File: src/rtl/fbm_pkg.sv
// Shared constants, types and register map of the fieldbus master host configuration block.
package fbm_pkg;

  ////////////////////////////////////////////////////////////////////////////////
  // Register indices of the four configuration words.
  localparam logic [7:0] IDX_STATUS_MAP_MODE   = 8'h0E;
  localparam logic [7:0] IDX_STATUS_START_ADDR = 8'h0F;
  localparam logic [7:0] IDX_EXCHANGE_PROC     = 8'h10;
  localparam logic [7:0] IDX_FAIL_ACTION       = 8'h11;

  localparam logic [15:0] WORD_RESET      = 16'h0000;
  localparam logic [15:0] MAP_MODE_USER   = 16'h0001;
  localparam logic [15:0] EXCHANGE_ASYNC  = 16'h0000;
  localparam logic [15:0] FAIL_CLEAR      = 16'h0000;

  // Start-address ranges of the 16-word slave status block.
  localparam logic [15:0] DATA_LAST = 16'h5984;
  localparam logic [15:0] IO1_LO   = 16'hA000;
  localparam logic [15:0] IO1_HI   = 16'hA220;
  localparam logic [15:0] IO2_LO   = 16'hA300;
  localparam logic [15:0] IO2_HI   = 16'hA496;
  localparam logic [15:0] HOLD_LO  = 16'hB000;
  localparam logic [15:0] HOLD_HI  = 16'hB084;
  localparam logic [15:0] LINK_LO  = 16'hC000;
  localparam logic [15:0] LINK_HI  = 16'hC048;
  localparam logic [15:0] DEFAULT_BASE = 16'h0200;
  localparam logic [15:0] PREFIX_MASK  = 16'h0FFF;

  ////////////////////////////////////////////////////////////////////////////////
  // First control word bit positions.
  localparam int CTL_RUN     = 0;
  localparam int CTL_INHIBIT = 1;
  localparam int CTL_MBX_CLR = 2;
  localparam int CTL_ISSUE   = 7;
  localparam int CTL_CMD_LO  = 9;
  localparam int CTL_UNFRZ   = 10;
  localparam int CTL_FRZ     = 11;
  localparam int CTL_UNSYNC  = 12;
  localparam int CTL_SYNC    = 13;
  localparam int CTL_CMD_W   = 5;

  // First status word bit positions.
  localparam int ST_IN_AVAIL  = 0;
  localparam int ST_IN_FULL   = 1;
  localparam int ST_OUT_FULL  = 2;
  localparam int ST_OUT_EMPTY = 3;
  localparam int ST_SYNC_MODE = 4;
  localparam int ST_USER_MAP  = 5;
  localparam int ST_CTL_ACC   = 11;

  ////////////////////////////////////////////////////////////////////////////////
  // Mailbox sizes and the free-running cycle period of asynchronous mode.
  localparam int MBX_WIDTH = 17;
  localparam int MBX_DEPTH = 8;
  localparam int MBX_CNT_W = 4;
  localparam int CLK_PERIOD_NS   = 10;
  localparam int ASYNC_PERIOD_NS = 1000;
  localparam int ASYNC_CYCLES    = ASYNC_PERIOD_NS / CLK_PERIOD_NS;
  localparam int ASYNC_CNT_W     = 8;

  typedef enum logic [2:0] {
    AREA_DEFAULT = 3'h0,
    AREA_DATA    = 3'h1,
    AREA_IO      = 3'h2,
    AREA_HOLD    = 3'h3,
    AREA_LINK    = 3'h4
  } area_type;

  typedef enum logic [2:0] {
    NET_OPERATE = 3'h1,
    NET_CLEAR   = 3'h2,
    NET_STOP    = 3'h4
  } net_state_type;

  typedef struct packed {
    logic     user_map;
    area_type area;
    logic [15:0] base;
    logic     sync_mode;
    logic     clear_on_fail;
  } cfg_type;

  typedef struct packed {
    logic        ctrl;
    logic [15:0] data;
  } mbx_entry_type;

endpackage : fbm_pkg

File: src/rtl/fieldbus_master_host_config.sv
// Host configuration, cycle triggering, run-bit failure handling and mailbox control.
`timescale 1ns/1ns
`default_nettype none
module fieldbus_master_host_config (
  input  wire logic                   clk,
  input  wire logic                   reset,
  input  wire logic                   cfg_wr,
  input  wire logic                   cfg_rd,
  input  wire logic            [7:0]  cfg_index,
  input  wire logic            [15:0] cfg_wdata,
  output logic                 [15:0] cfg_rdata,
  input  wire logic                   init_req,
  input  wire logic                   refresh_done,
  input  wire logic            [15:0] ctrl_word,
  input  wire logic                   mbx_wr,
  input  wire logic            [15:0] mbx_wr_data,
  output logic                        mbx_wr_ack,
  input  wire logic                   mbx_rd,
  output logic                 [15:0] mbx_rd_data,
  output logic                        mbx_rd_valid,
  output logic                        cmd_valid,
  output logic                 [15:0] cmd_data,
  output logic                        cmd_ctrl,
  input  wire logic                   cmd_ready,
  input  wire logic                   rsp_valid,
  input  wire logic            [15:0] rsp_data,
  input  wire logic                   rsp_ctrl,
  input  wire logic                   cycle_busy,
  output logic                        cycle_start,
  output logic                        out_zero,
  output logic                        out_send_en,
  output fbm_pkg::net_state_type      net_state,
  output fbm_pkg::area_type           status_area,
  output logic                 [15:0] status_base,
  output logic                 [15:0] first_status_word
);

  ////////////////////////////////////////////////////////////////////////////////
  // Configuration words and the settings latched from them.
  logic [15:0] map_mode_q, map_mode_d, start_addr_q, start_addr_d;
  logic [15:0] exch_q, exch_d, fail_q, fail_d, rdata_d;
  fbm_pkg::cfg_type  cfg_q, cfg_d;
  fbm_pkg::area_type dec_area;
  logic [15:0]       dec_base;

  status_area_decode u_decode (
    .map_mode   (map_mode_q),
    .start_addr (start_addr_q),
    .area       (dec_area),
    .base       (dec_base)
  );

  always_comb begin
    map_mode_d   = map_mode_q;
    start_addr_d = start_addr_q;
    exch_d       = exch_q;
    fail_d       = fail_q;
    rdata_d      = cfg_rdata;
    cfg_d        = cfg_q;
    if (cfg_wr) begin
      case (cfg_index)
        fbm_pkg::IDX_STATUS_MAP_MODE:   map_mode_d   = cfg_wdata;
        fbm_pkg::IDX_STATUS_START_ADDR: start_addr_d = cfg_wdata;
        fbm_pkg::IDX_EXCHANGE_PROC:     exch_d       = cfg_wdata;
        fbm_pkg::IDX_FAIL_ACTION:       fail_d       = cfg_wdata;
        default: ;
      endcase
    end
    if (cfg_rd) begin
      case (cfg_index)
        fbm_pkg::IDX_STATUS_MAP_MODE:   rdata_d = map_mode_q;
        fbm_pkg::IDX_STATUS_START_ADDR: rdata_d = start_addr_q;
        fbm_pkg::IDX_EXCHANGE_PROC:     rdata_d = exch_q;
        fbm_pkg::IDX_FAIL_ACTION:       rdata_d = fail_q;
        default:                        rdata_d = fbm_pkg::WORD_RESET;
      endcase
    end
    if (init_req) begin
      cfg_d.user_map      = (map_mode_q == fbm_pkg::MAP_MODE_USER) &&
                            (dec_area != fbm_pkg::AREA_DEFAULT);
      cfg_d.area          = dec_area;
      cfg_d.base          = dec_base;
      cfg_d.sync_mode     = (exch_q != fbm_pkg::EXCHANGE_ASYNC);
      cfg_d.clear_on_fail = (fail_q == fbm_pkg::FAIL_CLEAR);
    end
  end

  always_ff @(posedge clk) begin
    if (reset) begin
      map_mode_q   <= fbm_pkg::WORD_RESET;
      start_addr_q <= fbm_pkg::WORD_RESET;
      exch_q       <= fbm_pkg::WORD_RESET;
      fail_q       <= fbm_pkg::WORD_RESET;
      cfg_rdata    <= fbm_pkg::WORD_RESET;
      cfg_q        <= '{1'b0, fbm_pkg::AREA_DEFAULT,
                        fbm_pkg::DEFAULT_BASE, 1'b0, 1'b1};
    end else begin
      map_mode_q   <= map_mode_d;
      start_addr_q <= start_addr_d;
      exch_q       <= exch_d;
      fail_q       <= fail_d;
      cfg_rdata    <= rdata_d;
      cfg_q        <= cfg_d;
    end
  end

  assign status_area = cfg_q.area;
  assign status_base = cfg_q.base;

  ////////////////////////////////////////////////////////////////////////////////
  // Run and inhibit bits, cycle triggering and the network state.
  logic run_q, run_d, inh_q, inh_d, fall, start_d, zero_d, send_d;
  logic [fbm_pkg::ASYNC_CNT_W-1:0] tick_q, tick_d;
  fbm_pkg::net_state_type net_d;
  localparam logic [fbm_pkg::ASYNC_CNT_W-1:0] TICK_LAST =
    fbm_pkg::ASYNC_CNT_W'(fbm_pkg::ASYNC_CYCLES - 1);

  always_comb begin
    run_d   = refresh_done ? ctrl_word[fbm_pkg::CTL_RUN] : run_q;
    inh_d   = refresh_done ? ctrl_word[fbm_pkg::CTL_INHIBIT] : inh_q;
    fall    = refresh_done && run_q && !ctrl_word[fbm_pkg::CTL_RUN];
    tick_d  = (tick_q == TICK_LAST) ? '0 : fbm_pkg::ASYNC_CNT_W'(tick_q + 1'b1);
    net_d   = net_state;
    zero_d  = out_zero;
    send_d  = out_send_en;
    start_d = 1'b0;
    case (net_state)
      fbm_pkg::NET_OPERATE: if (inh_d || (fall && cfg_q.sync_mode)) net_d = fbm_pkg::NET_CLEAR;
      fbm_pkg::NET_CLEAR:   net_d = fbm_pkg::NET_STOP;
      fbm_pkg::NET_STOP:    if (refresh_done && run_d && !inh_d) net_d = fbm_pkg::NET_OPERATE;
      default:              net_d = fbm_pkg::NET_STOP;
    endcase
    if (cfg_q.sync_mode) begin
      start_d = refresh_done && run_d && !inh_d && !cycle_busy &&
                (net_state == fbm_pkg::NET_OPERATE);
    end else begin
      start_d = (tick_q == TICK_LAST) && !cycle_busy && !inh_q &&
                (net_state == fbm_pkg::NET_OPERATE);
    end
    if (fall) begin
      zero_d = cfg_q.sync_mode || cfg_q.clear_on_fail;
      send_d = !inh_d && (cfg_q.sync_mode || cfg_q.clear_on_fail);
    end else if (refresh_done && run_d && !run_q) begin
      zero_d = 1'b0;
      send_d = !inh_d;
    end else if (refresh_done) begin
      send_d = !inh_d && (out_send_en || run_q || zero_d);
    end
  end

  always_ff @(posedge clk) begin
    if (reset) begin
      run_q       <= 1'b0;
      inh_q       <= 1'b0;
      tick_q      <= '0;
      net_state   <= fbm_pkg::NET_STOP;
      cycle_start <= 1'b0;
      out_zero    <= 1'b0;
      out_send_en <= 1'b1;
    end else begin
      run_q       <= run_d;
      inh_q       <= inh_d;
      tick_q      <= tick_d;
      net_state   <= net_d;
      cycle_start <= start_d;
      out_zero    <= zero_d;
      out_send_en <= send_d;
    end
  end

  ////////////////////////////////////////////////////////////////////////////////
  // Output and input mailboxes.
  fbm_pkg::mbx_entry_type out_push_e, out_head, in_head;
  logic out_push, out_pop, out_full, out_empty, in_push, in_pop, in_full, in_empty;
  logic [fbm_pkg::MBX_CNT_W-1:0] in_count;
  logic mbx_open, ctl_issue, load, wr_ack_d, ctl_acc_q, ctl_acc_d, rd_valid_d;
  logic [fbm_pkg::CTL_CMD_W-1:0] cmd_bits;
  logic [15:0] rd_data_d, status_d;

  mailbox_fifo #(.WIDTH(fbm_pkg::MBX_WIDTH), .DEPTH(fbm_pkg::MBX_DEPTH),
                 .CNT_W(fbm_pkg::MBX_CNT_W)) u_out_mbx (
    .clk (clk), .reset (reset), .push (out_push), .push_data (out_push_e),
    .pop (out_pop), .head (out_head), .full (out_full), .empty (out_empty), .count ()
  );

  mailbox_fifo #(.WIDTH(fbm_pkg::MBX_WIDTH), .DEPTH(fbm_pkg::MBX_DEPTH),
                 .CNT_W(fbm_pkg::MBX_CNT_W)) u_in_mbx (
    .clk (clk), .reset (reset), .push (in_push), .push_data ({1'b0, rsp_data}),
    .pop (in_pop), .head (in_head), .full (in_full), .empty (in_empty), .count (in_count)
  );

  always_comb begin
    mbx_open  = run_q && !inh_q && !in_full;
    cmd_bits  = ctrl_word[fbm_pkg::CTL_SYNC:fbm_pkg::CTL_CMD_LO];
    if (ctrl_word[fbm_pkg::CTL_UNSYNC]) cmd_bits[fbm_pkg::CTL_SYNC - fbm_pkg::CTL_CMD_LO] = 1'b0;
    if (ctrl_word[fbm_pkg::CTL_UNFRZ])  cmd_bits[fbm_pkg::CTL_FRZ - fbm_pkg::CTL_CMD_LO]  = 1'b0;
    ctl_issue = refresh_done && ctrl_word[fbm_pkg::CTL_ISSUE] && mbx_open && !out_full;
    out_push   = ctl_issue || (mbx_wr && mbx_open && !out_full);
    out_push_e = ctl_issue ? {1'b1, {(16 - fbm_pkg::CTL_CMD_W){1'b0}}, cmd_bits}
                           : {1'b0, mbx_wr_data};
    wr_ack_d   = mbx_wr && !ctl_issue && mbx_open && !out_full;
    ctl_acc_d  = refresh_done ? ctl_issue : ctl_acc_q;
    load       = !out_empty && mbx_open && (!cmd_valid || cmd_ready);
    out_pop    = load;
    in_push    = rsp_valid && !rsp_ctrl;
    in_pop     = !in_empty && (mbx_rd ||
                 (refresh_done && ctrl_word[fbm_pkg::CTL_MBX_CLR]));
    rd_valid_d = mbx_rd && !in_empty;
    rd_data_d  = rd_valid_d ? in_head.data : mbx_rd_data;
    status_d   = '0;
    status_d[fbm_pkg::ST_IN_AVAIL]  = !in_empty;
    status_d[fbm_pkg::ST_IN_FULL]   = in_full;
    status_d[fbm_pkg::ST_OUT_FULL]  = out_full;
    status_d[fbm_pkg::ST_OUT_EMPTY] = out_empty;
    status_d[fbm_pkg::ST_SYNC_MODE] = cfg_q.sync_mode;
    status_d[fbm_pkg::ST_USER_MAP]  = cfg_q.user_map;
    status_d[fbm_pkg::ST_CTL_ACC]   = ctl_acc_q;
  end

  always_ff @(posedge clk) begin
    if (reset) begin
      cmd_valid         <= 1'b0;
      cmd_data          <= '0;
      cmd_ctrl          <= 1'b0;
      mbx_wr_ack        <= 1'b0;
      mbx_rd_valid      <= 1'b0;
      mbx_rd_data       <= '0;
      ctl_acc_q         <= 1'b0;
      first_status_word <= '0;
    end else begin
      if (load) begin
        cmd_valid <= 1'b1;
        cmd_data  <= out_head.data;
        cmd_ctrl  <= out_head.ctrl;
      end else if (cmd_ready) begin
        cmd_valid <= 1'b0;
      end
      mbx_wr_ack        <= wr_ack_d;
      mbx_rd_valid      <= rd_valid_d;
      mbx_rd_data       <= rd_data_d;
      ctl_acc_q         <= ctl_acc_d;
      first_status_word <= status_d;
    end
  end

  ////////////////////////////////////////////////////////////////////////////////
  // Checks.
  chk_cfg_held: assert property (@(posedge clk) disable iff (reset)
    !init_req |=> $stable(cfg_q)) else $error("settings changed without init");
  chk_map_user: assert property (@(posedge clk) disable iff (reset)
    init_req && map_mode_q != fbm_pkg::MAP_MODE_USER |=> status_area == fbm_pkg::AREA_DEFAULT)
    else $error("status block not on default area");
  chk_hold_decode: assert property (@(posedge clk) disable iff (reset)
    init_req && map_mode_q == fbm_pkg::MAP_MODE_USER && start_addr_q == fbm_pkg::HOLD_HI
    |=> status_area == fbm_pkg::AREA_HOLD &&
    status_base == (fbm_pkg::HOLD_HI & fbm_pkg::PREFIX_MASK))
    else $error("holding area decode wrong");
  chk_sync_start: assert property (@(posedge clk) disable iff (reset)
    cycle_start && cfg_q.sync_mode && $past(cfg_q.sync_mode) |->
    $past(refresh_done) && !$past(cycle_busy))
    else $error("sync cycle started off a refresh");
  chk_async_start: assert property (@(posedge clk) disable iff (reset)
    !cfg_q.sync_mode && tick_q == TICK_LAST && !cycle_busy && !inh_q &&
    net_state == fbm_pkg::NET_OPERATE && !init_req |=> cycle_start)
    else $error("async cycle not started");
  chk_sync_halt: assert property (@(posedge clk) disable iff (reset)
    fall && cfg_q.sync_mode && net_state == fbm_pkg::NET_OPERATE |=>
    net_state == fbm_pkg::NET_CLEAR && out_zero ##1 net_state == fbm_pkg::NET_STOP)
    else $error("sync halt did not clear then stop");
  chk_fall_hold: assert property (@(posedge clk) disable iff (reset)
    fall && !cfg_q.sync_mode && !cfg_q.clear_on_fail && !init_req |=> !out_send_en && !out_zero)
    else $error("hold action still sends");
  chk_fall_clear: assert property (@(posedge clk) disable iff (reset)
    fall && !cfg_q.sync_mode && cfg_q.clear_on_fail && !inh_d && !init_req
    |=> out_zero && out_send_en) else $error("clear action not sent");
  chk_ctl_discard: assert property (@(posedge clk) disable iff (reset)
    rsp_valid && rsp_ctrl && !in_pop |=> in_count == $past(in_count))
    else $error("control response entered input mailbox");
  chk_full_block: assert property (@(posedge clk) disable iff (reset)
    in_full || !run_q |-> !load && !out_push) else $error("command taken while blocked");
  chk_refresh_drop: assert property (@(posedge clk) disable iff (reset)
    refresh_done && ctrl_word[fbm_pkg::CTL_MBX_CLR] && !in_empty && !in_push
    |=> in_count == $past(in_count) - 1'b1) else $error("clear bit did not drop a response");
  cov_async_cycle: cover property (@(posedge clk) disable iff (reset)
    !cfg_q.sync_mode && cycle_start);
  cov_sync_skip: cover property (@(posedge clk) disable iff (reset)
    cfg_q.sync_mode && refresh_done && cycle_busy && run_q);
  cov_in_full: cover property (@(posedge clk) disable iff (reset) in_full ##1 !in_full);
  cov_hold: cover property (@(posedge clk) disable iff (reset) fall && !out_send_en ##1 1'b1);

endmodule : fieldbus_master_host_config
`default_nettype wire

File: src/rtl/mailbox_fifo.sv
// Synchronous first-in first-out store used for both mailboxes.
`timescale 1ns/1ns
`default_nettype none
module mailbox_fifo #(
  parameter int WIDTH = 17,
  parameter int DEPTH = 8,
  parameter int CNT_W = 4
) (
  input  wire logic             clk,
  input  wire logic             reset,
  input  wire logic             push,
  input  wire logic [WIDTH-1:0] push_data,
  input  wire logic             pop,
  output logic      [WIDTH-1:0] head,
  output logic                  full,
  output logic                  empty,
  output logic      [CNT_W-1:0] count
);

  localparam int PTR_W = CNT_W - 1;
  localparam logic [CNT_W-1:0] DEPTH_C = CNT_W'(DEPTH);

  logic [WIDTH-1:0] mem_q [DEPTH];
  logic [PTR_W-1:0] wr_q, wr_d, rd_q, rd_d;
  logic [CNT_W-1:0] cnt_q, cnt_d;
  logic             do_push, do_pop;

  always_comb begin
    do_push = push && (cnt_q != DEPTH_C);
    do_pop  = pop && (cnt_q != '0);
    wr_d    = do_push ? PTR_W'(wr_q + 1'b1) : wr_q;
    rd_d    = do_pop ? PTR_W'(rd_q + 1'b1) : rd_q;
    cnt_d   = cnt_q;
    if (do_push && !do_pop) begin
      cnt_d = CNT_W'(cnt_q + 1'b1);
    end else if (do_pop && !do_push) begin
      cnt_d = CNT_W'(cnt_q - 1'b1);
    end
  end

  always_ff @(posedge clk) begin
    if (reset) begin
      wr_q  <= '0;
      rd_q  <= '0;
      cnt_q <= '0;
    end else begin
      wr_q  <= wr_d;
      rd_q  <= rd_d;
      cnt_q <= cnt_d;
    end
  end

  always_ff @(posedge clk) begin
    if (do_push) begin
      mem_q[wr_q] <= push_data;
    end
  end

  assign head  = mem_q[rd_q];
  assign full  = (cnt_q == DEPTH_C);
  assign empty = (cnt_q == '0);
  assign count = cnt_q;

endmodule : mailbox_fifo
`default_nettype wire

File: src/rtl/status_area_decode.sv
// Decoder of the slave status block mapping words into an area and a base.
`timescale 1ns/1ns
`default_nettype none
module status_area_decode (
  input  wire logic              [15:0] map_mode,
  input  wire logic              [15:0] start_addr,
  output fbm_pkg::area_type             area,
  output logic                   [15:0] base
);

  always_comb begin
    area = fbm_pkg::AREA_DEFAULT;
    base = fbm_pkg::DEFAULT_BASE;
    if (map_mode == fbm_pkg::MAP_MODE_USER) begin
      if (start_addr <= fbm_pkg::DATA_LAST) begin
        area = fbm_pkg::AREA_DATA;
        base = start_addr;
      end else if ((start_addr >= fbm_pkg::IO1_LO && start_addr <= fbm_pkg::IO1_HI) ||
                   (start_addr >= fbm_pkg::IO2_LO && start_addr <= fbm_pkg::IO2_HI)) begin
        area = fbm_pkg::AREA_IO;
        base = start_addr & fbm_pkg::PREFIX_MASK;
      end else if (start_addr >= fbm_pkg::HOLD_LO && start_addr <= fbm_pkg::HOLD_HI) begin
        area = fbm_pkg::AREA_HOLD;
        base = start_addr & fbm_pkg::PREFIX_MASK;
      end else if (start_addr >= fbm_pkg::LINK_LO && start_addr <= fbm_pkg::LINK_HI) begin
        area = fbm_pkg::AREA_LINK;
        base = start_addr & fbm_pkg::PREFIX_MASK;
      end
    end
  end

endmodule : status_area_decode
`default_nettype wire

File: config.mk
export PLATFORM = sky130hd
export DESIGN_NAME = fieldbus_master_host_config
export DESIGN_NICKNAME = d
export VERILOG_FILES = /design/src/rtl/fbm_pkg.sv /design/src/rtl/fieldbus_master_host_config.sv /design/src/rtl/mailbox_fifo.sv /design/src/rtl/status_area_decode.sv
export SDC_FILE = /design/constraint.sdc
export NUM_CORES = 1
export LEC_CHECK = 0
export ABC_CLOCK_PERIOD_IN_PS = 9000
export BUFFER_PORTS_ARGS = -buffer_cell sky130_fd_sc_hd__buf_4
export CORE_ASPECT_RATIO = 0.8
export CORE_MARGIN = 3
export CORE_UTILIZATION = 40
export DETAILED_ROUTE_END_ITERATION = 6
export PLACE_DENSITY = 0.57
export SLEW_MARGIN = 20
export SYNTH_ARGS = -nofsm -noshare
export SYNTH_HDL_FRONTEND = slang
export SYNTH_SLANG_ARGS = --single-unit
File: constraint.sdc
create_clock -name clk -period 9 [get_ports clk]
set_input_delay 1.8 -clock clk [delete_from_list [all_inputs] [get_ports clk]]
set_output_delay 1.8 -clock clk [all_outputs]
set_load 0.03 [all_outputs]
==> flow_summary.json, run 1 <==
{
  "die_w_um": 242,
  "ys_seq_area_share_pct": 65.0,
  "r2r_slack_ns": 5.62,
  "wl_um": 42000,
  "total_power_w": 0.00475,
  "antenna_found_initial": 3,
  "r2r-end": "u_out_mbx.count[3]",
  "leakage_nw": 7.05,
  "synthTopCellsByArea": "edfxtp_1, dfxtp_1, mux4_2",
  "drv_cap": 0,
  "powerDensity_nw_per_um2": 227,
  "critPathLaunchType": "primary input",
  "clk_pin_slew_worst_paths_ns": 0.06,
  "numClockSinks": 446,
  "drc": 0,
  "internal_power_w": 0.00353,
  "grt_pass1_vias": 10900,
  "p_sw_w": 0.00122,
  "io_buffers": 160,
  "ys_ff_latch": 446,
  "crit_required_ns": 9.49,
  "globalplace.congestion": 0.793,
  "endpoint_kind": "flop",
  "crit_start": "refresh_done",
  "grt_pass1_wl_um": 65200,
  "finalCriticalPeriod_ns": 3.95,
  "synthArstFlopShare_pct": 0,
  "drt.antenna.violating_nets": 0,
  "final_cell_count_no_fill": 2090,
  "final-setup-viol-count": 0,
  "hold_end": "status_base[15]",
  "outcome": "finished clean",
  "vdd_drop_max_v": 0.000193,
  "worst_slack_ns": 5.05,
  "synth_edf_count": 264,
  "numCtsBuffers": 44,
  "r2r_cells": 13,
  "hold_path_depth": 1,
  "firstDrtPassIters": 6,
  "slew_violations": 0,
  "cts_tree": "done",
  "fin_tns_setup_ns": 0,
  "crit_arrival_ns": 4.44,
  "top_layer": "met5",
  "post_cts_resized": 0,
  "coreArea_um2": 43600,
  "post-cts-setup-buffers": 0,
  "rsz0062_at_grt": "no",
  "synth_top_area_share_pct": 44.5,
  "flow.area_growth_from_synthesis_pct": 17.2,
  "syn_inst": 1335,
  "ys.warnings.count": 0,
  "cts-root-buf": "clkbuf_16",
  "wl_per_cell_um": 20.1,
  "vias": 11000,
  "htree_levels": 2,
  "layout-drive-gt1-share_pct": 23.2,
  "max_freq_mhz": 253,
  "wl_met1_um": 18600,
  "nFillCells": 3913,
  "die_area_um2": 47100,
  "grt_max_degree": 102,
  "track_usage_pct": 17.7,
  "p_comb_share_pct": 14.6,
  "pwr-share-seq_pct": 48.3,
  "hold_class": "flop to flop",
  "p_clk_share_pct": 37.1,
  "yosysTopAreaCell": "edfxtp_1",
  "route.met3.wl_um": 2070,
  "placed_cells": 2009,
  "r2r-start": "u_in_mbx.count[0]",
  "syn_avg_cell_area_um2": 13.3,
  "period_share_pct": 43.9,
  "grt_overflow": 0,
  "path_class": "primary input to flop",
  "hold_viol": 0,
  "ios": 177,
  "switching_share_pct": 25.7,
  "dpl.hpwl_um": 25800,
  "min_from": "status_base[15]",
  "netlist-cell-type-count": 62,
  "holdBufCountCts": 0,
  "path_max_fanout": 29,
  "skew_ns": 0.0280,
  "synth_top_cells_by_count": "edfxtp_1, dfxtp_1, nand2_1",
  "via_per_inst": 5.25,
  "synth_most_common_cell": "edfxtp_1",
  "cts_max_path_buffers": 3,
  "clk_latency_ns": 0.57,
  "num_rows": 68,
  "chipHeight_um": 195,
  "initial_core_util_pct": 40.9,
  "met2_length_um": 20400,
  "tightestPinTransition_ns": 1.05,
  "pre_cts_ws_ns": 4.46,
  "max_slew_margin_pct": 29.6,
  "drt_iter0_markers": 900,
  "syn_area_um2": 17800,
  "synth_flop_cell": "edfxtp_1",
  "nets": 1557
}
[per-stage QoR]
step / instance area [µm²] / hold slack [ns] / util, %
2_1_floorplan: 17800 / 0.426 / -
3_3_place_gp: 19500 / 0.445 / 44.8
3_5_place_dp: 19500 / 0.453 / 44.8
4_1_cts: 20900 / 0.467 / 47.9
5_1_grt: 20900 / 0.488 / 47.9
6_report: 20900 / 0.464 / 47.9
[layout make-up]
class	instances	area (µm²)	share of cell area (%)
Inverter	14	52.6	0.252
Tap cell	595	744	3.57
Clock inverter	17	145	0.695
Multi-Input combinational cell	767	5720	27.4
Sequential cell	446	11600	55.4
Antenna cell	2	5.00	0.0240
Clock buffer	62	1230	5.89
Timing Repair Buffer	187	1410	6.74
[registers in the layout (all words and copies together) (netlist names), 3 cells and up]
name	flops
first_status_word	7
status_area	3
u_in_mbx.count	4
exch_q	16
cmd_data	16
mbx_rd_data	16
tick_q	8
cfg_q	3
start_addr_q	16
u_in_mbx.wr_q	3
fail_q	16
u_in_mbx.rd_q	3
u_out_mbx.count	4
map_mode_q	16
u_out_mbx.mem_q	136
status_base	16
u_in_mbx.mem_q	128
cfg_rdata	16
net_state	3
u_out_mbx.wr_q	3
u_out_mbx.rd_q	3
[power by group through the flow]
stage / registers (W) / clock network, W / logic [W]
2_1_floorplan: 0.00240 / 0 / 0.000426
3_3_place_gp: 0.00233 / 0 / 0.000698
3_5_place_dp: 0.00234 / 0 / 0.000707
4_1_cts: 0.00229 / 0.00182 / 0.000709
5_1_grt: 0.00230 / 0.00190 / 0.000764
6_report: 0.00229 / 0.00176 / 0.000693
[placed cells by master, fill, tap and decap left out, types with 3 or more instances in the layout]
| cell type | count |
|---|---|
| inv_1 | 13 |
| nand2b_1 | 16 |
| edfxtp_1 | 264 |
| a21oi_1 | 104 |
| nor4_1 | 16 |
| a22o_2 | 10 |
| nand3_1 | 41 |
| clkinv_1 | 7 |
| and3_1 | 4 |
| ha_1 | 11 |
| nand2_1 | 130 |
| a22oi_1 | 13 |
| clkbuf_8 | 6 |
| nor2_1 | 94 |
| nand4_1 | 5 |
| clkbuf_1 | 12 |
| nor2b_1 | 28 |
| conb_1 | 9 |
| mux2_2 | 3 |
| and2_1 | 5 |
| a211oi_1 | 37 |
| nand3b_1 | 3 |
| a22o_1 | 20 |
| mux4_2 | 66 |
| nor3b_2 | 4 |
| nor3_1 | 11 |
| buf_4 | 186 |
| nor4bb_1 | 3 |
| xnor2_1 | 7 |
| clkinv_2 | 7 |
| o21ai_0 | 20 |
| dfxtp_1 | 180 |
| clkbuf_16 | 44 |
| a221o_1 | 3 |
| xor2_1 | 10 |
| or3_1 | 6 |
| mux2i_1 | 39 |
| nor4b_1 | 8 |
[logic make-up after synthesis]
logic type | after synthesis | share of synthesized area [%]
DFF | 446 | 65.0
and+or+nand+nor | 391 | 10.5
AOI/OAI and AO/OA | 229 | 8.46
buffers and inverters | 130 | 3.46
adders and majority gates | 13 | 0.997
other | 1 | 0.0211
muxes | 108 | 10.7
xor gates and xnor gates | 17 | 0.836
[worst max-delay path: stages]
cell and delay (ns):
buf_4 0.15, nand2_1 0.09, nor4b_2 0.26, buf_4 0.38, nand2b_1 0.28, ha_1 0.23
inv_1 0.09, ha_1 0.28, a21o_1 0.18, a21oi_1 0.16, xnor2_1 0.09, or3_1 0.30
a21oi_1 0.14
[worst max-delay path by stage]
stage                                  end  slack (ns)  cells past startpoint
floorplan            u_out_mbx.mem_q[2][0]        4.52                      5
global placement    u_out_mbx.mem_q[3][13]        4.48                      8
detailed placement  u_out_mbx.mem_q[3][13]        4.46                      8
CTS                     u_out_mbx.count[3]        5.06                     13
global route            u_out_mbx.count[3]        4.91                     13
finish                  u_out_mbx.count[3]        5.05                     13
[routing by layer]
layer / global-route usage (%) / up-vias
li1: - / 5196
met1: 24.0 / 5407
met2: 29.1 / 296
met3: 3.34 / 68
met4: 5.05 / 2
met5: 0 / -
No activity file was read; power rests on OpenSTA's default activity.
==> inputs of run 2 (changes only) <==
--- a/config.mk
+++ b/config.mk
@@ -5,13 +5,13 @@
 export SDC_FILE = /design/constraint.sdc
 export NUM_CORES = 1
 export LEC_CHECK = 0
-export ABC_CLOCK_PERIOD_IN_PS = 9000
+export ABC_CLOCK_PERIOD_IN_PS = 3350
 export BUFFER_PORTS_ARGS = -buffer_cell sky130_fd_sc_hd__buf_4
 export CORE_ASPECT_RATIO = 0.8
 export CORE_MARGIN = 3
 export CORE_UTILIZATION = 40
 export DETAILED_ROUTE_END_ITERATION = 6
-export PLACE_DENSITY = 0.57
+export PLACE_DENSITY = 0.59
 export SLEW_MARGIN = 20
 export SYNTH_ARGS = -nofsm -noshare
 export SYNTH_HDL_FRONTEND = slang
==> constraint.sdc (replaced) <==
create_clock -name clk -period 3.35 [get_ports clk]
set_input_delay 0.67 -clock clk [delete_from_list [all_inputs] [get_ports clk]]
set_output_delay 0.67 -clock clk [all_outputs]
set_load 0.03 [all_outputs]
==> flow_summary.json, run 2 (same netlist as run 1, synthesis figures left out) <==
{
  "path_class": "flop to flop",
  "wl_met1_um": 18600,
  "worst_slack_ns": 0.325,
  "max_slew_margin_pct": 31.4,
  "crit_required_ns": 3.85,
  "flow.area_growth_from_synthesis_pct": 19.7,
  "grt_overflow": 0,
  "final_cell_mix": "edfxtp_1, buf_4, dfxtp_1",
  "wl_per_cell_um": 19.9,
  "outcome": "finished clean",
  "top_register": "u_out_mbx.mem_q",
  "htree_levels": 2,
  "ios": 177,
  "layout-drive-gt1-share_pct": 25.1,
  "drt_iter0_markers": 891,
  "grt_max_degree": 93,
  "wl_um": 42000,
  "antenna_found_initial": 1,
  "placed_cells": 2026,
  "vdd_drop_max_v": 0.000453,
  "endpoint_kind": "flop",
  "max_freq_mhz": 331,
  "via_per_inst": 5.25,
  "cts_tree": "done",
  "powerDensity_nw_per_um2": 640,
  "globalplace.congestion": 0.825,
  "hold_class": "primary input to flop",
  "initial_core_util_pct": 40.9,
  "nFillCells": 3853,
  "numCtsBuffers": 47,
  "grt_pass1_wl_um": 65400,
  "grt_pass1_vias": 11100,
  "pre_cts_ws_ns": 0.288,
  "route.met3.wl_um": 2360,
  "clk_latency_ns": 0.59,
  "path_max_fanout": 6,
  "vias": 11100,
  "drt.antenna.violating_nets": 0,
  "io_buffers": 160,
  "finalCriticalPeriod_ns": 3.03,
  "skew_ns": 0.0351,
  "met2_length_um": 20100,
  "nets": 1577,
  "period_share_pct": 90.3,
  "fin_tns_setup_ns": 0,
  "leakage_nw": 7.32,
  "critPathLaunchType": "flop",
  "coreArea_um2": 43600,
  "slew_violations": 0,
  "cts_max_path_buffers": 3,
  "num_rows": 68,
  "top_regs": "u_out_mbx.mem_q: 136 flops, u_in_mbx.mem_q: 128 flops",
  "rsz0062_at_grt": "no",
  "die_area_um2": 47100,
  "firstDrtPassIters": 6,
  "drv_cap": 0,
  "total_power_w": 0.0136,
  "clk_pin_slew_worst_paths_ns": 0.06,
  "crit_arrival_ns": 3.53,
  "largest_register_ffs": 136,
  "post_cts_resized": 0,
  "holdBufCountCts": 0,
  "chipHeight_um": 195,
  "mostFrequentLayoutCell": "edfxtp_1",
  "post-cts-setup-buffers": 0,
  "track_usage_pct": 17.7,
  "final_util_pct": 48.9,
  "hold_viol": 0,
  "dpl.hpwl_um": 26300,
  "die_w_um": 242,
  "final-setup-viol-count": 0,
  "top_layer": "met4",
  "drc": 0,
  "numClockSinks": 446,
  "tightestPinTransition_ns": 1.03,
  "r2r_slack_ns": 0.32,
  "final_cell_count_no_fill": 2115,
  "cts-root-buf": "clkbuf_16"
}
[run 2: power by group]
| group | switching (W) | total (W) | internal (W) | leakage, nW |
|---|---|---|---|---|
| Combinational | 0.00103 | 0.00187 | 0.000837 | 2.62 |
| Sequential | 0.000149 | 0.00616 | 0.00602 | 3.86 |
| Clock | 0.00218 | 0.00561 | 0.00344 | 0.841 |
| Total | 0.00336 | 0.0136 | 0.0103 | 7.32 |
[run 2: stage by stage]
step	cell area (µm²)	hold slack, ns
after global placement	19600	0.445
after floorplan	17800	0.426
after global routing	21300	0.227
final	21300	0.253
after detailed placement	19600	0.451
after CTS	21300	0.213
[run 2: layer usage]
layer,global-route usage [%],up-vias
met5,0,-
met4,5.70,0
met3,3.30,71
met2,28.9,325
met1,24.0,5456
li1,-,5252
[run 2: final timing paths]
| path | depth (start not counted) | to | from |
|---|---|---|---|
| setup / recovery | 11 | u_out_mbx.count[3] | u_in_mbx.count[0] |
| hold / removal | 2 | cycle_start | cycle_busy |
| setup reg to reg | 11 | u_out_mbx.count[3] | u_in_mbx.count[0] |
| hold reg to reg | 2 | status_base[13] | status_base[13] |
[run 2: worst max-delay path, stage by stage, from the launching register on]
cell	delay, ns
dfxtp_1	0.38
or4b_2	0.74
o2111ai_1	0.15
nand2b_1	0.19
ha_1	0.25
inv_1	0.11
ha_1	0.24
a21o_1	0.18
a21oi_1	0.18
xnor2_1	0.10
or3_1	0.30
a21oi_1	0.13
[run 2: cell type report]
type / instances / area [µm²] / area share (%)
Antenna cell: 2 / 5.00 / 0.0235
Inverter: 14 / 52.6 / 0.246
Tap cell: 595 / 744 / 3.49
Timing Repair Buffer: 204 / 1530 / 7.18
Clock buffer: 62 / 1330 / 6.26
Multi-Input combinational cell: 767 / 5710 / 26.8
Sequential cell: 446 / 11600 / 54.3
Clock inverter: 25 / 367 / 1.72
